--- config.mk ---
export PLATFORM = sky130hd
export DESIGN_NAME = tscw_bank
export DESIGN_NICKNAME = d
export VERILOG_FILES = /design/src/tscw_pkg.sv /design/src/tscw_bank.sv
export SDC_FILE = /design/constraint.sdc
export NUM_CORES = 1
export LEC_CHECK = 0
export BUFFER_PORTS_ARGS = -buffer_cell sky130_fd_sc_hd__clkbuf_2
export CORE_MARGIN = 4
export CORE_UTILIZATION = 56
export DETAILED_ROUTE_END_ITERATION = 10
export PLACE_DENSITY_LB_ADDON = 0.12
export SLEW_MARGIN = 20
export SYNTH_ARGS = -nofsm -noshare
export SYNTH_HDL_FRONTEND = slang
export SYNTH_SLANG_ARGS = --single-unit
--- constraint.sdc ---
create_clock -name clk -period 2.2 [get_ports clk]
set_clock_uncertainty 0.15 [all_clocks]
set_input_delay 0.66 -clock clk [delete_from_list [all_inputs] [get_ports clk]]
set_output_delay 0.66 -clock clk [all_outputs]
set_load 0.03 [all_outputs]
--- src/tscw_pkg.sv ---
// Package for the tuner serial control word bank
`default_nettype none
package tscw_pkg;
    // Frame lengths
    localparam int TSCW_LEN_BYTE = 8;
    localparam int TSCW_LEN_WORD = 16;
    localparam logic [4:0] TSCW_CNT_BYTE = 5'h08;
    localparam logic [4:0] TSCW_CNT_WORD = 5'h10;
    localparam logic [4:0] TSCW_CNT_MAX = 5'h1F;
    // Address codes
    localparam logic [1:0] TSCW_ADDR_00 = 2'h0;
    localparam logic [1:0] TSCW_ADDR_01 = 2'h1;
    localparam logic [1:0] TSCW_ADDR_10 = 2'h2;
    localparam logic [1:0] TSCW_ADDR_11 = 2'h3;
    // FM threshold sits three code steps above the AM scale
    localparam logic [4:0] TSCW_FM_RF_OFFSET = 5'h03;
    // Reset value of the shift bit: no shift
    localparam logic TSCW_SHIFT_RST = 1'h1;
    // Stored control groups
    typedef struct packed {
        logic [5:0] sel_thr;     // bits 5..0
        logic [5:0] if_osc;      // bits 11..6
        logic [5:0] band_rf;     // bits 17..12
        logic [5:0] pump;        // bits 23..18
        logic [6:0] first_alignment_converter_offset; // bits 30..24
        logic shift;             // bit 32
        logic [7:0] first_alignment_converter_gain;   // bits 45..38
        logic [2:0] sw;          // bits 48..46
    } tscw_bank_t;
    // Decoded controls to the analog section
    typedef struct packed {
        logic [2:0] if_agc_threshold;
        logic if_agc_disable;
        logic detector_test_select;
        logic feedback_divider_select;
        logic pll_on;
        logic [3:0] if_gain;
        logic vco_low_current;
        logic if_input_am;
        logic [3:0] rf_agc_code;
        logic [4:0] rf_agc_scaled;
        logic band_am;
        logic pump_delay_set_select;
        logic [1:0] first_pump_delay_field;
        logic [1:0] second_pump_delay_field;
        logic [1:0] active_pump_delay;
        logic [6:0] first_alignment_converter_offset;
        logic divider_shift;
        logic [7:0] first_alignment_converter_gain;
        logic second_pin_is_switch;
    } tscw_ctrl_t;
endpackage
`default_nettype wire

--- src/tscw_bank.sv ---
// Three-wire serial control word bank with decoded tuner controls
//Contract
//- Bits 2..0 select IF-AGC threshold
//- Bit 16 high disables IF-AGC
//- Bit 3 enables detector test mode
//- Bit 5 picks feedback divider
//- Bits 9..6 set IF gain
//- Bit 11 selects AM IF input
//- Bit 10 selects low oscillator current
//- Bits 15..12 give RF-AGC threshold
//- FM threshold sits three steps above AM
//- Byte address 00 loads bits 5..0
//- Byte address 10 loads bits 17..12
//- Byte address 11 loads bits 23..18
//- Word 01 sets switch outputs, role
//- Bit 18 picks active pump delay
//- Bit 4 low disables synthesizer loop
//- Bit 17 high selects AM band
`default_nettype none
module tscw_bank
(
    // Clock and reset
    input wire logic clk,
    input wire logic reset,
    // Three-wire bus pins
    input wire logic bus_enable,
    input wire logic bus_clock,
    input wire logic bus_data,
    // Decoded controls
    output tscw_pkg::tscw_ctrl_t ctrl,
    // Open-drain switching outputs
    output logic first_switch_output_o,
    output logic first_switch_output_oe,
    output logic second_switch_or_gain_pin_o,
    output logic second_switch_or_gain_pin_oe,
    // Frame completion strobe
    output logic frame_done
);
    import tscw_pkg::*;

    // Three-stage pin synchronisers
    logic [2:0] en_sync_reg;
    logic [2:0] ck_sync_reg;
    logic [2:0] dt_sync_reg;
    logic en_state_reg;
    logic ck_state_reg;
    logic dat_reg;

    always_ff @(posedge clk)
    begin
        if (reset)
        begin
            en_sync_reg <= 3'h0;
            ck_sync_reg <= 3'h0;
            dt_sync_reg <= 3'h0;
        end
        else
        begin
            en_sync_reg <= {en_sync_reg[1:0], bus_enable};
            ck_sync_reg <= {ck_sync_reg[1:0], bus_clock};
            dt_sync_reg <= {dt_sync_reg[1:0], bus_data};
        end
    end

    // Level accepted only when stages two and three agree
    always_ff @(posedge clk)
    begin
        if (reset)
        begin
            en_state_reg <= 1'h0;
            ck_state_reg <= 1'h0;
            dat_reg <= 1'h0;
        end
        else
        begin
            if (en_sync_reg[2] == en_sync_reg[1])
                en_state_reg <= en_sync_reg[2];
            if (ck_sync_reg[2] == ck_sync_reg[1])
                ck_state_reg <= ck_sync_reg[2];
            if (dt_sync_reg[2] == dt_sync_reg[1])
                dat_reg <= dt_sync_reg[2];
        end
    end

    logic ck_next;
    logic en_next;
    logic ck_rise;
    logic en_fall;
    assign ck_next = (ck_sync_reg[2] == ck_sync_reg[1]) ? ck_sync_reg[2] : ck_state_reg;
    assign en_next = (en_sync_reg[2] == en_sync_reg[1]) ? en_sync_reg[2] : en_state_reg;
    assign ck_rise = ck_next && !ck_state_reg && en_state_reg;
    assign en_fall = en_state_reg && !en_next;

    // Shift register, MSB first; data is held stable while clock rises
    typedef enum {TSCW_IDLE, TSCW_SHIFT} tscw_state_t;
    tscw_state_t state_reg;
    logic [15:0] shift_reg;
    logic [4:0] count_reg;

    always_ff @(posedge clk)
    begin
        if (reset)
        begin
            state_reg <= TSCW_IDLE;
            shift_reg <= 16'h0000;
            count_reg <= 5'h00;
        end
        else
        begin
            case (state_reg)
                TSCW_IDLE:
                begin
                    if (en_next && !en_state_reg)
                    begin
                        state_reg <= TSCW_SHIFT;
                        count_reg <= 5'h00;
                    end
                end
                TSCW_SHIFT:
                begin
                    if (en_fall)
                        state_reg <= TSCW_IDLE;
                    else if (ck_rise)
                    begin
                        shift_reg <= {shift_reg[14:0], dat_reg};
                        // Saturate so overlong frames are dropped, not wrapped
                        if (count_reg != TSCW_CNT_MAX)
                            count_reg <= count_reg + 5'h01;
                    end
                end
                default:
                    state_reg <= TSCW_IDLE;
            endcase
        end
    end

    // Frame decode on enable fall
    logic is_byte;
    logic is_word;
    logic [1:0] byte_addr;
    logic [1:0] word_addr;
    assign is_byte = en_fall && (state_reg == TSCW_SHIFT) && (count_reg == TSCW_CNT_BYTE);
    assign is_word = en_fall && (state_reg == TSCW_SHIFT) && (count_reg == TSCW_CNT_WORD);
    assign byte_addr = shift_reg[7:6];
    assign word_addr = shift_reg[7:6];

    tscw_bank_t bank_reg;

    always_ff @(posedge clk)
    begin
        if (reset)
        begin
            bank_reg <= '0;
            bank_reg.shift <= TSCW_SHIFT_RST;
        end
        else if (is_byte)
        begin
            case (byte_addr)
                TSCW_ADDR_00: bank_reg.sel_thr <= shift_reg[5:0];
                TSCW_ADDR_01: bank_reg.if_osc <= shift_reg[5:0];
                TSCW_ADDR_10: bank_reg.band_rf <= shift_reg[5:0];
                TSCW_ADDR_11: bank_reg.pump <= shift_reg[5:0];
                default: bank_reg <= bank_reg;
            endcase
        end
        else if (is_word)
        begin
            // Words 10 and 11 carry the second converter, outside this bank
            case (word_addr)
                TSCW_ADDR_00:
                begin
                    bank_reg.first_alignment_converter_offset <= shift_reg[14:8];
                    bank_reg.shift <= shift_reg[0];
                end
                TSCW_ADDR_01:
                begin
                    bank_reg.first_alignment_converter_gain <= shift_reg[15:8];
                    bank_reg.sw <= shift_reg[2:0];
                end
                default: bank_reg <= bank_reg;
            endcase
        end
    end

    always_ff @(posedge clk)
    begin
        if (reset)
            frame_done <= 1'h0;
        else
            frame_done <= is_byte || is_word;
    end

    // Decoded controls, registered
    always_ff @(posedge clk)
    begin
        if (reset)
            ctrl <= '0;
        else
        begin
            ctrl.if_agc_threshold <= bank_reg.sel_thr[2:0];
            // Test mode; host keeps it zero
            ctrl.detector_test_select <= bank_reg.sel_thr[3];
            ctrl.pll_on <= bank_reg.sel_thr[4];
            ctrl.feedback_divider_select <= bank_reg.sel_thr[5];
            ctrl.if_gain <= bank_reg.if_osc[3:0];
            ctrl.vco_low_current <= bank_reg.if_osc[4];
            ctrl.if_input_am <= bank_reg.if_osc[5];
            ctrl.rf_agc_code <= bank_reg.band_rf[3:0];
            // Threshold offset from AM base, FM adds three steps
            ctrl.rf_agc_scaled <= {1'h0, bank_reg.band_rf[3:0]}
                + (bank_reg.band_rf[5] ? 5'h00 : TSCW_FM_RF_OFFSET);
            ctrl.if_agc_disable <= bank_reg.band_rf[4];
            ctrl.band_am <= bank_reg.band_rf[5];
            ctrl.pump_delay_set_select <= bank_reg.pump[0];
            ctrl.first_pump_delay_field <= bank_reg.pump[3:2];
            ctrl.second_pump_delay_field <= bank_reg.pump[5:4];
            ctrl.active_pump_delay <= bank_reg.pump[0] ? bank_reg.pump[5:4] : bank_reg.pump[3:2];
            ctrl.first_alignment_converter_offset <= bank_reg.first_alignment_converter_offset;
            ctrl.divider_shift <= bank_reg.shift;
            ctrl.first_alignment_converter_gain <= bank_reg.first_alignment_converter_gain;
            ctrl.second_pin_is_switch <= bank_reg.sw[2];
        end
    end

    // Open-drain pins pull low when bit set
    always_ff @(posedge clk)
    begin
        if (reset)
        begin
            first_switch_output_o <= 1'h0;
            first_switch_output_oe <= 1'h0;
            second_switch_or_gain_pin_o <= 1'h0;
            second_switch_or_gain_pin_oe <= 1'h0;
        end
        else
        begin
            first_switch_output_o <= 1'h0;
            first_switch_output_oe <= bank_reg.sw[0];
            second_switch_or_gain_pin_o <= 1'h0;
            // In gain mode the analog stage owns the pin
            second_switch_or_gain_pin_oe <= bank_reg.sw[2] && bank_reg.sw[1];
        end
    end

    // Byte groups reach ctrl two cycles after decode
    chk_byte_sel_thr: assert property (@(posedge clk) disable iff (reset)
        (is_byte && byte_addr == TSCW_ADDR_00) |=> ##1
        (ctrl.if_agc_threshold == $past(shift_reg[2:0], 2)))
        else $error("byte 00 not routed to threshold");
    chk_band_rf: assert property (@(posedge clk) disable iff (reset)
        (is_byte && byte_addr == TSCW_ADDR_10) |=> ##1
        (ctrl.band_am == $past(shift_reg[5], 2) && ctrl.if_agc_disable == $past(shift_reg[4], 2)))
        else $error("byte 10 not routed to band");
    chk_pump_byte: assert property (@(posedge clk) disable iff (reset)
        (is_byte && byte_addr == TSCW_ADDR_11) |=> ##1
        (ctrl.pump_delay_set_select == $past(shift_reg[0], 2)))
        else $error("byte 11 not routed to pump delay");
    // Fields register together; skip the edge right after reset
    chk_rf_scale: assert property (@(posedge clk) disable iff (reset)
        !$past(reset) |-> (ctrl.rf_agc_scaled == {1'h0, ctrl.rf_agc_code}
        + (ctrl.band_am ? 5'h00 : TSCW_FM_RF_OFFSET)))
        else $error("RF threshold offset wrong");
    chk_frame_pulse: assert property (@(posedge clk) disable iff (reset)
        frame_done |=> !frame_done)
        else $error("frame strobe longer than one cycle");
    chk_delay_select: assert property (@(posedge clk) disable iff (reset)
        ##1 (ctrl.active_pump_delay == (ctrl.pump_delay_set_select
        ? ctrl.second_pump_delay_field : ctrl.first_pump_delay_field)))
        else $error("active pump delay mismatch");
    chk_word_gain: assert property (@(posedge clk) disable iff (reset)
        (is_word && word_addr == TSCW_ADDR_01) |=> ##1 (ctrl.first_alignment_converter_gain == $past(shift_reg[15:8], 2)))
        else $error("gain word not stored");
    chk_word_shift: assert property (@(posedge clk) disable iff (reset)
        (is_word && word_addr == TSCW_ADDR_00) |=> ##1 (ctrl.divider_shift == $past(shift_reg[0], 2)))
        else $error("shift bit not stored");
    chk_switch_pin: assert property (@(posedge clk) disable iff (reset)
        (is_word && word_addr == TSCW_ADDR_01) |=> ##1
        (first_switch_output_oe == $past(shift_reg[0], 2)))
        else $error("first switch output wrong");
    chk_other_keep: assert property (@(posedge clk) disable iff (reset)
        (is_byte && byte_addr != TSCW_ADDR_00) |=> $stable(bank_reg.sel_thr))
        else $error("unaddressed group changed");
endmodule
`default_nettype wire

Word-level counts from Yosys, hierarchy flattened:

Index checks and enable logic that the tools add are counted.

* input port bits: 5
* logic and storage cells: 103
* flip-flop bits (word level): 158

* bitwise gates (word level): 2
* reduce and logical (&&, ||, !) cells: 24
* mux-type cells: 20
* equal/unequal tests: 16
* add/sub/neg operators: 2

Operator list (number)
* $mux 32: 2
* $pmux 32 s2: 1
* $mux 43: 1
* $eq 32x1->1 const B: 1
* $eq 32x2->1 const B: 1
* $logic_not 32->1: 1
* $mux 6: 4
* $mux 5: 4
* $mux 19: 1
* $mux 11: 1
* $ne 2x2->1 const B: 5
* $pmux 5 s2: 1
* $reduce_and 2->1: 5
* $reduce_and 3->1: 3
* $logic_and 1x1->1: 8
* $mux 8: 1
* $add 4x2->5: 1
* $add 5x1->5 const B: 1
* $eq 5x4->1 const B: 1
* $eq 5x5->1 const B: 1
* $ne 5x5->1 const B: 1
* $reduce_and 5->1: 1
* $eq 2x2->1 const B: 2
* $mux 2: 2
* other kinds (8): 14

Longest topological paths before layout:

* depth after elaboration: 8
* mapped depth: 7

Worst setup path before layout:

No wires, ideal clock.

* kind: register to register
* from: reg count_reg[0]
* to: reg bank_reg[0] (netlist bit)
* clock period less this slack: 2.028 ns
* path buffers: 2
* stages on the path, launching flop included: 8
* arrival: 1.807 ns
* setup slack: 0.172 ns
* cells stage by stage: dfxtp_1 inv_1 ha_1 or4b_4 buf_6 nor4_2 buf_4 mux2i_1

* longest elaborated chain between the ends: 4

Ends and longest elaborated chain
* start: declaration: RTL line tscw_bank.sv:98 `logic [4:0] count_reg;`
* start signal: assignment: RTL line tscw_bank.sv:128 `count_reg <= count_reg + 5'h01;`
* $eq 5x4->1: RTL line tscw_bank.sv:142 `assign is_byte = en_fall && (state_reg == TSCW_SHIFT) && (count_reg == TSCW_CNT_BYTE);`
* $logic_and 1x1->1: RTL line tscw_bank.sv:142
* $not 1->1 (no source line)
* $reduce_and 3->1 (no source line) *
* end signal: assignment: RTL line tscw_bank.sv:163 `default: bank_reg <= bank_reg;`
* end signal: assignment: RTL line tscw_bank.sv:180 `default: bank_reg <= bank_reg;`
* end: declaration: RTL line tscw_bank.sv:147 `tscw_bank_t bank_reg;`

Every way passes the cells marked *; elsewhere a longest branch is shown, timed or not.
A chain may end at the register's enable or synchronous reset.

Worst setup path after layout:

* from: reg count_reg[0]
* to: reg bank_reg[11] (netlist bit)

Same word-level chain as after synthesis.

==> qor.csv <==
metric,value,unit
status,completed,
slew at the pin with the worst max-slew slack,0.685,ns
startpoint types,flip-flop,
Post-Syn Area,0.00447,mm^2
CP top delay family,simple AND/OR/NAND/NOR gates,
hold_sp,bus_data,
IO Pins,57,
Ant. Diodes,0,
total congestion overflow,0,
Synth top cells by count,"dfxtp_1 (126), nand2b_1 (57), inv_1 (46)",
drt pass-1 iters,4,
Tcrit/Tclk final,93.8,%
Die H,97.4,um
min cycle time layout,2.06,ns
crit path cell chain,inv_1 > ha_1 > or4b_4 > buf_6 > nor4_2 > buf_4 > mux2i_1,
reg2reg start,count_reg[0],
Max Root-Sink Buffers,2,
Cells after DPL,579,
"antenna viol nets, final",0,
Syn Area/Cell,10.4,um^2
DRT iter0 DRCs,112,
Worst Hold Path EP,dt_sync_reg[0],
die area,0.00948,mm^2
CP max FO,6,
Ys Warns,0,
ratio of cells with drive above 1 in the final layout,22.2,%
DRC,0,
global-route track usage on met1,22.9,%
vias in the first global route,3052,
total CTS buffers,17,
Netlist cell types,42,
"Slowest-stage cell, CP",or4b_4,
GRT met3 Usage,7.04,%
CTS tree,yes,
clock tree sinks,126,
fraction of registers with async set/reset,0,%
Peak supply drop,0.531,mV
Worst EP required,2.49,ns
H-tree depth,4,
largest net degree at the start of global routing,31,
initial core utilization,57.9,%
cells after synthesis,429,
largest cells by area after synthesis,"dfxtp_1 (56%), mux2i_1 (9.8%), nand2b_1 (8.0%)",
max FFs per register,47,
most used routing layer,met2,
Synth Flop Type,dfxtp_1,
Finished Layout Cells,611,
vias,3078,
WS Path Type,flip-flop to flip-flop,
setup bufs post-CTS,0,
max-cap violations,0,
Critical Path AT,2.35,ns
drt wl/cell,13.9,um
CP Buf/Inv Count,3,
CTS root buf,clkbuf_8,
"Clk pin slew, worst setup/hold paths",0.06,ns
row cnt,32,
total power,0.00527,W
vias per inst,5.04,
"Seq/Total Area, Yosys",56.4,%
nets,508,
r2r endpoint,bank_reg[11],
Tot GR Track Use,18.7,%
DP Wirelength,5.39,mm
endpoints failing hold,0,
IO Port Bufs,54,
cell taking the most area after synthesis,dfxtp_1,
Worst setup EP type,flip-flop,
Resized Gates After CTS,0,
initial antenna violation count,0,
Syn-to-layout area delta,23.8,%
Worst Reg2Reg Path Length in Cells,7,
first-pass GRT wire length,14.2,mm
Pwr per Cell Area,952,mW/mm^2
Slew HR,54.2,%
Crit path largest cell delay,0.51,ns
CORE AREA,0.00773,mm^2
Max Slew Vio Count,0,
leakage power,2.46,nW
clk_lat worst skew,0.51,ns
number of synthesized flops with an enable pin,0,
fmax,485,MHz
hold_buf cts,0,
Die Wd,97.4,um
GRT met2 Usage,29.4,%
R2R setup slack,0.14,ns
top-area cell type share of the netlist area,56.4,%
number of synthesized register bits,126,
Worst Hold Class,input port to flip-flop,
final setup vio count,0,
Final GP Congestion,0.780,
WHS Path Cells,2,
total wire length,8.47,mm
most frequent cell after synthesis,dfxtp_1,
-- stage by stage --
step | utilization (%) | setup TNS (ns) | hold WS [ns] | setup WS, ns | instance area [um^2]
final | 71.6 | 0 | 0.211 | 0.137 | 5540
after global routing | 71.6 | -0.0114 | 0.222 | -0.0114 | 5540
after CTS | 71.3 | 0 | 0.192 | 0.0608 | 5510
after detailed placement | 63.2 | 0 | 0.277 | 0.0739 | 4880
after global placement | 63.2 | 0 | 0.273 | 0.182 | 4880
after floorplan | - | 0 | 0.264 | 0.172 | 4480
-- report_power, final --
part / internal [W] / leakage (nW) / switching, W
sequential: 0.00229 / 1.02 / 0.00000520
combinational: 0.0000349 / 1.14 / 0.0000485
clock: 0.00190 / 0.301 / 0.000990
-- routing by layer --
| metal | part of all wire [%] | routed length (um) | vias up |
|---|---|---|---|
| met1 | 45 | 3840 | 1448 |
| li1 | - | - | 1549 |
| met3 | 4.7 | 400 | 11 |
| met4 | 1.5 | 129 | 0 |
| met2 | 48 | 4100 | 70 |
| met5 | 0 | 0 | - |
-- cells by family (layout without fill, tap and decap cells) --
family	Yosys count	in the layout	share of synthesized area, %
simple gates	125	125	18.1
xor+xnor	2	2	0.392
mux	45	45	10.1
flops	126	126	56.4
fa+ha+maj	6	6	1.85
compound gates	55	55	6.66
other cells	1	2	0.0838
buf+inv	69	148	6.41
-- cells in the final DEF, fill, tap and decap left out, types with 15 or more instances in the layout --
cell,instances
buf_4,15
mux2i_1,44
clkbuf_2,54
o21ai_0,21
nand2b_1,57
clkbuf_16,16
dfxtp_1,126
inv_1,46
a21oi_1,26
nand3_1,16
-- area by class of cell --
type | instances | area [um^2]
Sequential cell | 126 | 2520
Fill cell | 570 | 2190
Multi-Input combinational cell | 235 | 1680
Clock buffer | 19 | 442
Timing Repair Buffer | 71 | 405
Clock inverter | 12 | 184
Inverter | 46 | 173
Tap cell | 102 | 128
-- worst reg2reg max path: cells and delay by family, from the launching register on --
kind	cells	cell delay, ns
muxes	1	0.17
DFF	1	0.33
and+or+nand+nor	2	0.77
buffers and inverters	3	0.42
adders and majority gates	1	0.15
-- how the worst max path moves through the flow --
stage | from | endpoint | slack [ns] | cells past startpoint
after floorplan | count_reg[0] | bank_reg[0] | 0.17 | 7
after CTS | count_reg[0] | bank_reg[9] | 0.06 | 6
after global routing | count_reg[0] | bank_reg[11] | -0.01 | 7
after detailed placement | count_reg[0] | bank_reg[9] | 0.07 | 6
after global placement | count_reg[0] | bank_reg[31] | 0.18 | 6
final | count_reg[0] | bank_reg[11] | 0.14 | 7
No activity file was read; power rests on OpenSTA's default activity.
